`src/hw/flash_boost_regs.vh`:
```
// Register offsets, field positions and reset values for the flash boost register bank.
`ifndef FLASH_BOOST_REGS_VH
`define FLASH_BOOST_REGS_VH

`define ADDR_LINK_STATUS_FLAGS 8'h08
`define ADDR_INDICATOR_LEVEL_CONTROL 8'h0C
`define ADDR_BOOST_SOFTSTART_THRESHOLD 8'h20
`define ADDR_BOOST_VOLTAGE_MONITOR 8'h21
`define ADDR_BOOST_PEAK_VOLTAGE_MONITOR 8'h22
`define ADDR_CAP_CHECK_CONTROL 8'h23

`define RST_LINK_STATUS_FLAGS 8'h00
`define RST_INDICATOR_LEVEL_CONTROL 8'h00
`define RST_BOOST_SOFTSTART_THRESHOLD 8'h64
`define RST_BOOST_VOLTAGE_MONITOR 8'h84
`define RST_BOOST_PEAK_VOLTAGE_MONITOR 8'h00
`define RST_CAP_CHECK_OFF 1'b1

`define BIT_PEAK_INPUT_LIMIT_FLAG 6
`define BIT_OUTPUT_CAP_CHECK 4
`define BIT_OUTPUT_CAP_CHECK_OFF 3
`define INDICATOR_CODE_MSB 3

`define SYNC_STAGES 2

`endif

```
`src/hw/flash_boost_status_ctrl_regs.v`:
```
// Status and control register bank for the flash boost converter and LED driver.
//
// Functional notes
// - The link status flags register resets to zero and every bit clears when software reads it.
// - Bit 6 of link status is set when peak input current exceeds its limit and stays set until software reads it.
// - Bit 4 of link status is one when output capacitor detection failed and zero when detected.
// - A set capacitor detection error blocks new events until software reads the status register.
// - The indicator level control register is read/write and resets to zero.
// - Its lower nibble holds the indicator code n for n+1 mA and the upper nibble reads zero.
// - The soft-start threshold is eight bits read/write with reset code 0x64 (3.6 V).
// - A read-only register reports the present adaptive output voltage code, reset 0x84.
// - A read-only register reports the highest adaptive output voltage code seen, reset zero.
// - Bit 3 of the capacitor check control disables capacitor detection and resets to one.
// - Reserved bits in all these registers read back as zero.
`timescale 1ns/1ps
`include "flash_boost_regs.vh"
module flash_boost_status_ctrl_regs (
  input wire clock,
  input wire reset,
  input wire clockEnable,
  input wire [7:0] regAddr,
  input wire regWrite,
  input wire regRead,
  input wire [7:0] regWriteData,
  input wire peakLimitIn,
  input wire capCheckFailIn,
  input wire [7:0] adaptiveVoltageIn,
  input wire eventRequest,
  output reg [7:0] regReadData,
  output reg regReadValid,
  output reg [7:0] boostSoftstartLevel,
  output reg [3:0] indicatorLevelCode,
  output reg outputCapCheckOff,
  output reg eventBlocked,
  output reg eventGrant
);

  ////////////////////////////////////////////////////////////////////////////
  // Input synchronisation.

  wire peakLimitSync;
  wire capCheckFailSync;
  wire [7:0] adaptiveVoltageSync;

  input_sync #(
    .WIDTH(1),
    .RESET_VALUE(1'b0)
  ) peakSync (
    .clock(clock),
    .reset(reset),
    .clockEnable(clockEnable),
    .asyncIn(peakLimitIn),
    .syncOut(peakLimitSync)
  );

  input_sync #(
    .WIDTH(1),
    .RESET_VALUE(1'b0)
  ) capSync (
    .clock(clock),
    .reset(reset),
    .clockEnable(clockEnable),
    .asyncIn(capCheckFailIn),
    .syncOut(capCheckFailSync)
  );

  // The voltage code is synchronised bitwise; the converter must hold a new
  // code steady for at least three clocks or a mixed code may be seen once.
  input_sync #(
    .WIDTH(8),
    .RESET_VALUE(`RST_BOOST_VOLTAGE_MONITOR)
  ) voltSync (
    .clock(clock),
    .reset(reset),
    .clockEnable(clockEnable),
    .asyncIn(adaptiveVoltageIn),
    .syncOut(adaptiveVoltageSync)
  );

  ////////////////////////////////////////////////////////////////////////////
  // Register state.

  reg peakLimitFlag_reg;
  reg capCheckError_reg;
  reg [7:0] voltageMonitor_reg;
  reg [7:0] peakVoltage_reg;

  // A read clears the flags only while the block is enabled, like all other state.
  wire statusRead = regRead && (regAddr == `ADDR_LINK_STATUS_FLAGS);
  wire capCheckEnabled = ~outputCapCheckOff;

  // A flag event in the same cycle as the clearing read wins over the clear.
  wire peakLimitFlag_next = peakLimitSync | (peakLimitFlag_reg & ~statusRead);
  wire capCheckError_next = (capCheckFailSync & capCheckEnabled) |
    (capCheckError_reg & ~statusRead);

  always @(posedge clock or posedge reset) begin
    if (reset) begin
      peakLimitFlag_reg <= 1'b0;
      capCheckError_reg <= 1'b0;
      voltageMonitor_reg <= `RST_BOOST_VOLTAGE_MONITOR;
      peakVoltage_reg <= `RST_BOOST_PEAK_VOLTAGE_MONITOR;
    end else if (clockEnable) begin
      peakLimitFlag_reg <= peakLimitFlag_next;
      capCheckError_reg <= capCheckError_next;
      voltageMonitor_reg <= adaptiveVoltageSync;
      // The peak monitor is never cleared by a read, only by reset.
      if (adaptiveVoltageSync > peakVoltage_reg) begin
        peakVoltage_reg <= adaptiveVoltageSync;
      end
    end
  end

  ////////////////////////////////////////////////////////////////////////////
  // Software writes.

  always @(posedge clock or posedge reset) begin
    if (reset) begin
      indicatorLevelCode <= 4'h0;
      boostSoftstartLevel <= `RST_BOOST_SOFTSTART_THRESHOLD;
      outputCapCheckOff <= `RST_CAP_CHECK_OFF;
    end else if (clockEnable && regWrite) begin
      // Only the defined fields are stored; the rest of the write word is dropped.
      case (regAddr)
        `ADDR_INDICATOR_LEVEL_CONTROL: begin
          indicatorLevelCode <= regWriteData[`INDICATOR_CODE_MSB:0];
        end
        `ADDR_BOOST_SOFTSTART_THRESHOLD: begin
          boostSoftstartLevel <= regWriteData;
        end
        `ADDR_CAP_CHECK_CONTROL: begin
          outputCapCheckOff <= regWriteData[`BIT_OUTPUT_CAP_CHECK_OFF];
        end
        default: begin
          // Status and monitor offsets are read-only; writes there do nothing.
          indicatorLevelCode <= indicatorLevelCode;
        end
      endcase
    end
  end

  ////////////////////////////////////////////////////////////////////////////
  // Read words.

  // Each readable word with reserved bits is assembled field by field so that every reserved
  // range is tied to zero on its own line and cannot pick up a stray bit
  // when a field is added later.
  wire [7:0] statusWord;
  wire [7:0] indicatorWord;
  wire [7:0] capControlWord;

  assign statusWord[7] = 1'b0;
  assign statusWord[`BIT_PEAK_INPUT_LIMIT_FLAG] = peakLimitFlag_reg;
  assign statusWord[5] = 1'b0;
  assign statusWord[`BIT_OUTPUT_CAP_CHECK] = capCheckError_reg;
  assign statusWord[3:0] = 4'h0;
  assign indicatorWord[7:4] = 4'h0;
  assign indicatorWord[`INDICATOR_CODE_MSB:0] = indicatorLevelCode;
  assign capControlWord[7:4] = 4'h0;
  assign capControlWord[`BIT_OUTPUT_CAP_CHECK_OFF] = outputCapCheckOff;
  assign capControlWord[2:0] = 3'h0;

  ////////////////////////////////////////////////////////////////////////////
  // Software reads.

  reg [7:0] readMux;

  always @* begin
    readMux = 8'h00;
    case (regAddr)
      `ADDR_LINK_STATUS_FLAGS: begin
        readMux = statusWord;
      end
      `ADDR_INDICATOR_LEVEL_CONTROL: begin
        readMux = indicatorWord;
      end
      `ADDR_BOOST_SOFTSTART_THRESHOLD: begin
        readMux = boostSoftstartLevel;
      end
      `ADDR_BOOST_VOLTAGE_MONITOR: begin
        readMux = voltageMonitor_reg;
      end
      `ADDR_BOOST_PEAK_VOLTAGE_MONITOR: begin
        readMux = peakVoltage_reg;
      end
      `ADDR_CAP_CHECK_CONTROL: begin
        readMux = capControlWord;
      end
      default: begin
        readMux = 8'h00;
      end
    endcase
  end

  always @(posedge clock or posedge reset) begin
    if (reset) begin
      regReadData <= 8'h00;
      regReadValid <= 1'b0;
    end else if (clockEnable) begin
      regReadValid <= regRead;
      // Read data holds between reads so the front end may fetch it late.
      if (regRead) begin
        regReadData <= readMux;
      end
    end
  end

  ////////////////////////////////////////////////////////////////////////////
  // Event gating.

  // The block tracks the error flag rather than a copy, so the read that
  // clears it also releases the block in the same edge.
  always @(posedge clock or posedge reset) begin
    if (reset) begin
      eventBlocked <= 1'b0;
      eventGrant <= 1'b0;
    end else if (clockEnable) begin
      eventBlocked <= capCheckError_next;
      eventGrant <= eventRequest & ~capCheckError_reg;
    end
  end

endmodule // flash_boost_status_ctrl_regs

```
`src/hw/input_sync.v`:
```
// Two-flop synchroniser for inputs arriving from the analog converter.
`timescale 1ns/1ps
module input_sync #(
  parameter WIDTH = 1,
  parameter [WIDTH-1:0] RESET_VALUE = {WIDTH{1'b0}}
) (
  input wire clock,
  input wire reset,
  input wire clockEnable,
  input wire [WIDTH-1:0] asyncIn,
  output reg [WIDTH-1:0] syncOut
);

  reg [WIDTH-1:0] stage1_reg;

  // Only the second stage reads the first one.
  always @(posedge clock or posedge reset) begin
    if (reset) begin
      stage1_reg <= RESET_VALUE;
      syncOut <= RESET_VALUE;
    end else if (clockEnable) begin
      stage1_reg <= asyncIn;
      syncOut <= stage1_reg;
    end
  end

endmodule // input_sync

```
`config.mk`:
```
export PLATFORM = sky130hd
export DESIGN_NAME = flash_boost_status_ctrl_regs
export DESIGN_NICKNAME = d
export VERILOG_FILES = /design/src/hw/flash_boost_status_ctrl_regs.v /design/src/hw/input_sync.v
export VERILOG_INCLUDE_DIRS = /design/src /design/src/hw
export SDC_FILE = /design/constraint.sdc
export NUM_CORES = 1
export LEC_CHECK = 0
export BUFFER_PORTS_ARGS = -buffer_cell sky130_fd_sc_hd__buf_2
export CAP_MARGIN = 20
export CORE_ASPECT_RATIO = 0.9
export CORE_MARGIN = 3
export CORE_UTILIZATION = 44
export DETAILED_ROUTE_END_ITERATION = 12
export MAX_ROUTING_LAYER = met4
export PLACE_DENSITY = 0.66
export SLEW_MARGIN = 5
export SYNTH_ARGS = -nofsm -noshare
export SYNTH_HDL_FRONTEND = slang
export SYNTH_SLANG_ARGS = --single-unit
```
`constraint.sdc`:
```
create_clock -name clock -period 2.3 [get_ports clock]
set_input_delay 0.46 -clock clock [delete_from_list [all_inputs] [get_ports clock]]
set_output_delay 0.46 -clock clock [all_outputs]
set_load 0.005 [all_outputs]
```
Yosys cells after proc, flatten, opt, wreduce, memory -nomap -nowiden

Index checks and enable logic that the tools add are counted.

Bits in registers: 61
Input port bits: 32
Logic and storage cells: 40

Bitwise gates (word level): 9
Eq/ne operators: 6
$lt $le $gt $ge: 1
Reduce and logical (&&, ||, !) cells: 7
Mux-type cells: 1

Operators by type and width:

| cell                                                | count |
|---|---|
| one-hot mux 8 bit (6 select lines)                  | 1 |
| equality test 8 x 6 -> 1 bit, second input constant | 4 |
| equality test 8 x 4 -> 1 bit, second input constant | 2 |
| AND reduction 2 bit                                 | 5 |
| greater-than comparator 8 bit                       | 1 |
| bitwise AND 1 bit                                   | 4 |
| NOT 1 bit                                           | 3 |
| logical AND 1 bit                                   | 2 |
| bitwise OR 1 bit                                    | 2 |

Logic depth before layout (Yosys ltp)

Depth in word-level cells: 5
Depth in mapped cells: 7
Mapped depth without buffers: 7

By module

A second synthesis with hierarchy kept.

Cell total of the unflattened synthesis: 217
Area total of the unflattened synthesis: 2,895.3 µm²

By module, submodules not included:

| module                       | area an instance (µm²) | instances | cells an instance | seq. area each (µm²) |
|---|---|---|---|---|
| flash_boost_status_ctrl_regs | 2,084.5                | 1         | 172               | 1,033.5 |
| input_sync (voltSync)        | 658.1                  | 1         | 35                | 405.4 |
| input_sync (capSync ...)     | 76.3                   | 2         | 5                 | 50.0 |

Worst setup path after synthesis

No wires, ideal clock.

Path kind: reg2reg
From: register voltSync.syncOut[7]
To: register peakVoltage_reg[0]
Buffers on the path: 0
Library setup time: 125 ps
Setup slack: 481 ps
Period minus slack after synthesis: 1,819 ps
Data arrival time: 1,694 ps
Stages on the path, launching flop included: 6
Required time: 2,175 ps
Cells stage by stage: dfstp_2 ha_1 a41oi_1 a21oi_1 nor2_2 mux2_2

Word-level cells in the longest chain between the ends: 2

RTL lines:

| what                          | line                               | text |
|---|---|---|
| start, declared               | input_sync.v:11                    | `output reg [WIDTH-1:0] syncOut` |
| start signal, assigned        | input_sync.v:23                    | `syncOut <= stage1_reg;` |
| greater-than comparator 8 bit | flash_boost_status_ctrl_regs.v:108 | `if (adaptiveVoltageSync > peakVoltage_reg) begin` |
| AND reduction 2 bit (no line) | --                                 |  |
| end signal, assigned          | flash_boost_status_ctrl_regs.v:102 | `` peakVoltage_reg <= `RST_BOOST_PEAK_VOLTAGE_MONITOR; `` |
| end signal, assigned          | flash_boost_status_ctrl_regs.v:109 | `peakVoltage_reg <= adaptiveVoltageSync;` |
| end, declared                 | flash_boost_status_ctrl_regs.v:86  | `reg [7:0] peakVoltage_reg;` |

Every way passes these cells.
A chain may end at the register's enable or synchronous reset.

Final worst setup path

From: register voltSync.syncOut[7]
To: register peakVoltage_reg[3]

The elaborated chain is that of the path after synthesis.

==> impl_metrics.env <==
export IMPL_status="completed"
export IMPL_root_buffer="clkbuf_8"
export IMPL_gp_congestion=0.820
export IMPL_critPathMaxFanout=8
export IMPL_portBuffers=55
export IMPL_crit_end="peakVoltage_reg[3]$_DFFE_PP0P_"
export IMPL_drt_first_pass_iters=5
export IMPL_core_area_um2=6180
export IMPL_reg2reg_depth=5
export IMPL_via_count=1857
export IMPL_grt_pass1_vias=1842
export IMPL_period_needed_ns=2.01
export IMPL_cts_sinks=61
export IMPL_utilization_pct=56.3
export IMPL_powerDensity_nw_per_um2=913
export IMPL_rsz0062_at_grt="no"
export IMPL_stdcell_count=370
export IMPL_diodes=0
export IMPL_grt_max_degree=62
export IMPL_synthCells=215
export IMPL_synth_area_um2=2830
export IMPL_cts_clk_slew_worst_paths_ns=0.08
export IMPL_finalHoldViolations=0
export IMPL_internal_power_mw=2.40
export IMPL_holdCritPathClass="in2async"
export IMPL_p_comb_share_pct=17.2
export IMPL_layout_nets=318
export IMPL_power_switching_mw=0.783
export IMPL_synth_edff_count=0
export IMPL_relSlewSlack_pct=63.0
export IMPL_start_util_pct=45.7
export IMPL_clk_path_buf_depth=2
export IMPL_required_ns=2.51
export IMPL_cts_max_level=3
export IMPL_crit_start="voltSync.syncOut[7]$_DFFE_PP1P_"
export IMPL_end_kind="flip-flop"
export IMPL_wire_per_inst_um=14.5
export IMPL_yosysSeqAreaShare_pct=54.5
export IMPL_ant_nets=0
export IMPL_synth_main_ff_cell="dfrtp_1"
export IMPL_ir_worst_vdd_mv=0.442
export IMPL_r2r_end="peakVoltage_reg[3]$_DFFE_PP0P_"
export IMPL_antenna_found_initial=0
export IMPL_tightest_slew_ns=0.555
export IMPL_fin_skew_ns=0.0120
export IMPL_grt_usage_pct=16.5
export IMPL_worstPathArrival_ns=2.22
export IMPL_p_leak_nw=1.69
export IMPL_fin_ws_ns=0.292
export IMPL_synth_area_per_cell_um2=13.1
export IMPL_setup_viol=0
export IMPL_rr_startpoint="voltSync.syncOut[7]$_DFFE_PP1P_"
export IMPL_fin_crit_sh_pct=87.3
export IMPL_cap_violations=0
export IMPL_die_w_um=90.5
export IMPL_start_kind="flip-flop"
export IMPL_ios=56
export IMPL_grt_pass1_wl_um=9180
export IMPL_power_frac_seq_pct=42.7
export IMPL_reg2reg_slack_ns=0.29
export IMPL_route_detailed_drc=0
export IMPL_post_cts_setup_buffer_count=0
export IMPL_viasPerCell=5.02
export IMPL_area_growth_pct=23.3
export IMPL_dp_hpwl_um=3930
export IMPL_synthArstFlopShare_pct=100
export IMPL_switching_share_pct=24.6
export IMPL_yosysUniqueCellTypes=38
export IMPL_cts_tree="built"
export IMPL_fin_tns_setup_ns=0
export IMPL_rows=27
export IMPL_final_max_slew_viol_count=0
export IMPL_ys_warn_count=0
export IMPL_drive_gt1_share_pct=48.8
export IMPL_cts_resized=0
export IMPL_place_inst=354
export IMPL_fmax_mhz=498
export IMPL_grt_ovfl_total=0
export IMPL_synth_seq_cells=61
export IMPL_wirelength_um=5380
export IMPL_syn_num_nets=255
export IMPL_dpl_worst_slack_ns=0.289
export IMPL_critical_path_class="reg2reg"
export IMPL_p_clk_share_pct=40.1
export IMPL_drt_iter0_drc=89
export IMPL_n_fill_cell=519
export IMPL_dieArea_um2=7420
export IMPL_die_y_um=82.0
export IMPL_whs_ns=0.156
export IMPL_clk_latency_ns=0.34
export IMPL_numCtsBuffers=9
export IMPL_postCtsHoldBufs=0
-- cells by family (layout without fill, tap and decap cells) --
family | count (synthesis) | after routing | share of synthesized area, %
buf+inv | 20 | 88 | 3.14
flops | 61 | 61 | 54.5
compound gates | 34 | 34 | 7.75
fa+ha+maj | 8 | 8 | 3.54
simple gates | 36 | 36 | 7.62
mux | 56 | 56 | 23.5
-- cells in the mapped netlist, types with 2 or more instances --
cell / n / area, µm²
ha_1: 8 / 100
nor2_1: 2 / 7.51
mux2i_1: 7 / 70.1
nand2_1: 18 / 67.6
buf_2: 5 / 25.0
a32o_1: 3 / 30.0
dfrtp_1: 51 / 1280
mux2_2: 35 / 394
inv_1: 13 / 48.8
a21oi_1: 2 / 10.0
dfstp_2: 10 / 263
nand3_1: 2 / 10.0
a22oi_1: 6 / 45.0
mux2_1: 5 / 56.3
o21ai_0: 17 / 85.1
nand4_1: 2 / 12.5
mux2_4: 8 / 120
-- how the worst min path moves through the flow --
stage | from | to | slack (ns) | cells past startpoint
5_1_grt | reset | indicatorLevelCode[1]$_DFFE_PP0P_ | 0.18 | 3
4_1_cts | reset | regReadData[3]$_DFFE_PP0P_ | 0.17 | 3
3_3_place_gp | regReadData[4]$_DFFE_PP0P_ | regReadData[4]$_DFFE_PP0P_ | 0.46 | 2
2_1_floorplan | voltSync.stage1_reg[0]$_DFFE_PP0P_ | voltSync.syncOut[0]$_DFFE_PP0P_ | 0.45 | 2
6_report | reset | indicatorLevelCode[1]$_DFFE_PP0P_ | 0.16 | 3
3_5_place_dp | regReadData[6]$_DFFE_PP0P_ | regReadData[6]$_DFFE_PP0P_ | 0.47 | 2
-- metal layers --
| metal | part of all wire (%) | vias to the layer above | global-route usage [%] |
|---|---|---|---|
| met1 | 49 | 892 | 21.5 |
| met3 | 5.5 | 9 | 5.77 |
| met5 | 0 | - | - |
| li1 | - | 900 | - |
| met2 | 43 | 56 | 23.6 |
| met4 | 1.7 | 0 | 6.88 |
-- critical path, stage by stage (launching register included) --
cell and delay, ns:
dfstp_2 0.55, ha_1 0.25, a41oi_1 0.22, a21oi_1 0.10, nor2_2 0.39, mux2_2 0.39
-- cell type report --
class,count,area (µm²),area share (%)
flip-flops and latches,61,1540,44.2
inverters,13,48.8,1.40
clock buffers,10,138,3.95
well taps,87,109,3.12
repair buffers,59,318,9.12
clock inverters,6,134,3.84
multi-input cells,134,1200,34.4
-- layout by cell type, fill, tap and decap left out, types with 2 or more instances in the layout --
master      n
a21oi_1     2
a22oi_1     6
a32o_1      3
buf_2      55
buf_4       3
bufinv_16   4
clkbuf_8   10
dfrtp_1    51
dfstp_2    10
ha_1        8
inv_1      12
mux2_1      5
mux2_2     35
mux2_4      8
mux2i_1     7
nand2_1    18
nand3_1     2
nand4_1     2
nor2_1      2
o21ai_0    17
-- power by group through the flow --
stage	Sequential [mW]	Clock, mW	Combinational [mW]
after floorplan	1.33	0	0.431
after global placement	1.37	0	0.541
after detailed placement	1.38	0	0.552
after CTS	1.36	1.31	0.555
after global routing	1.38	1.35	0.631
final	1.36	1.28	0.547
-- stage by stage --
| step | total power [mW] | area, µm² |
|---|---|---|
| 2_1_floorplan | 1.76 | 2830 |
| 3_3_place_gp | 1.91 | 3210 |
| 3_5_place_dp | 1.93 | 3210 |
| 4_1_cts | 3.22 | 3480 |
| 5_1_grt | 3.36 | 3480 |
| 6_report | 3.18 | 3480 |
Note: power is estimated with default switching activity, not from simulation.
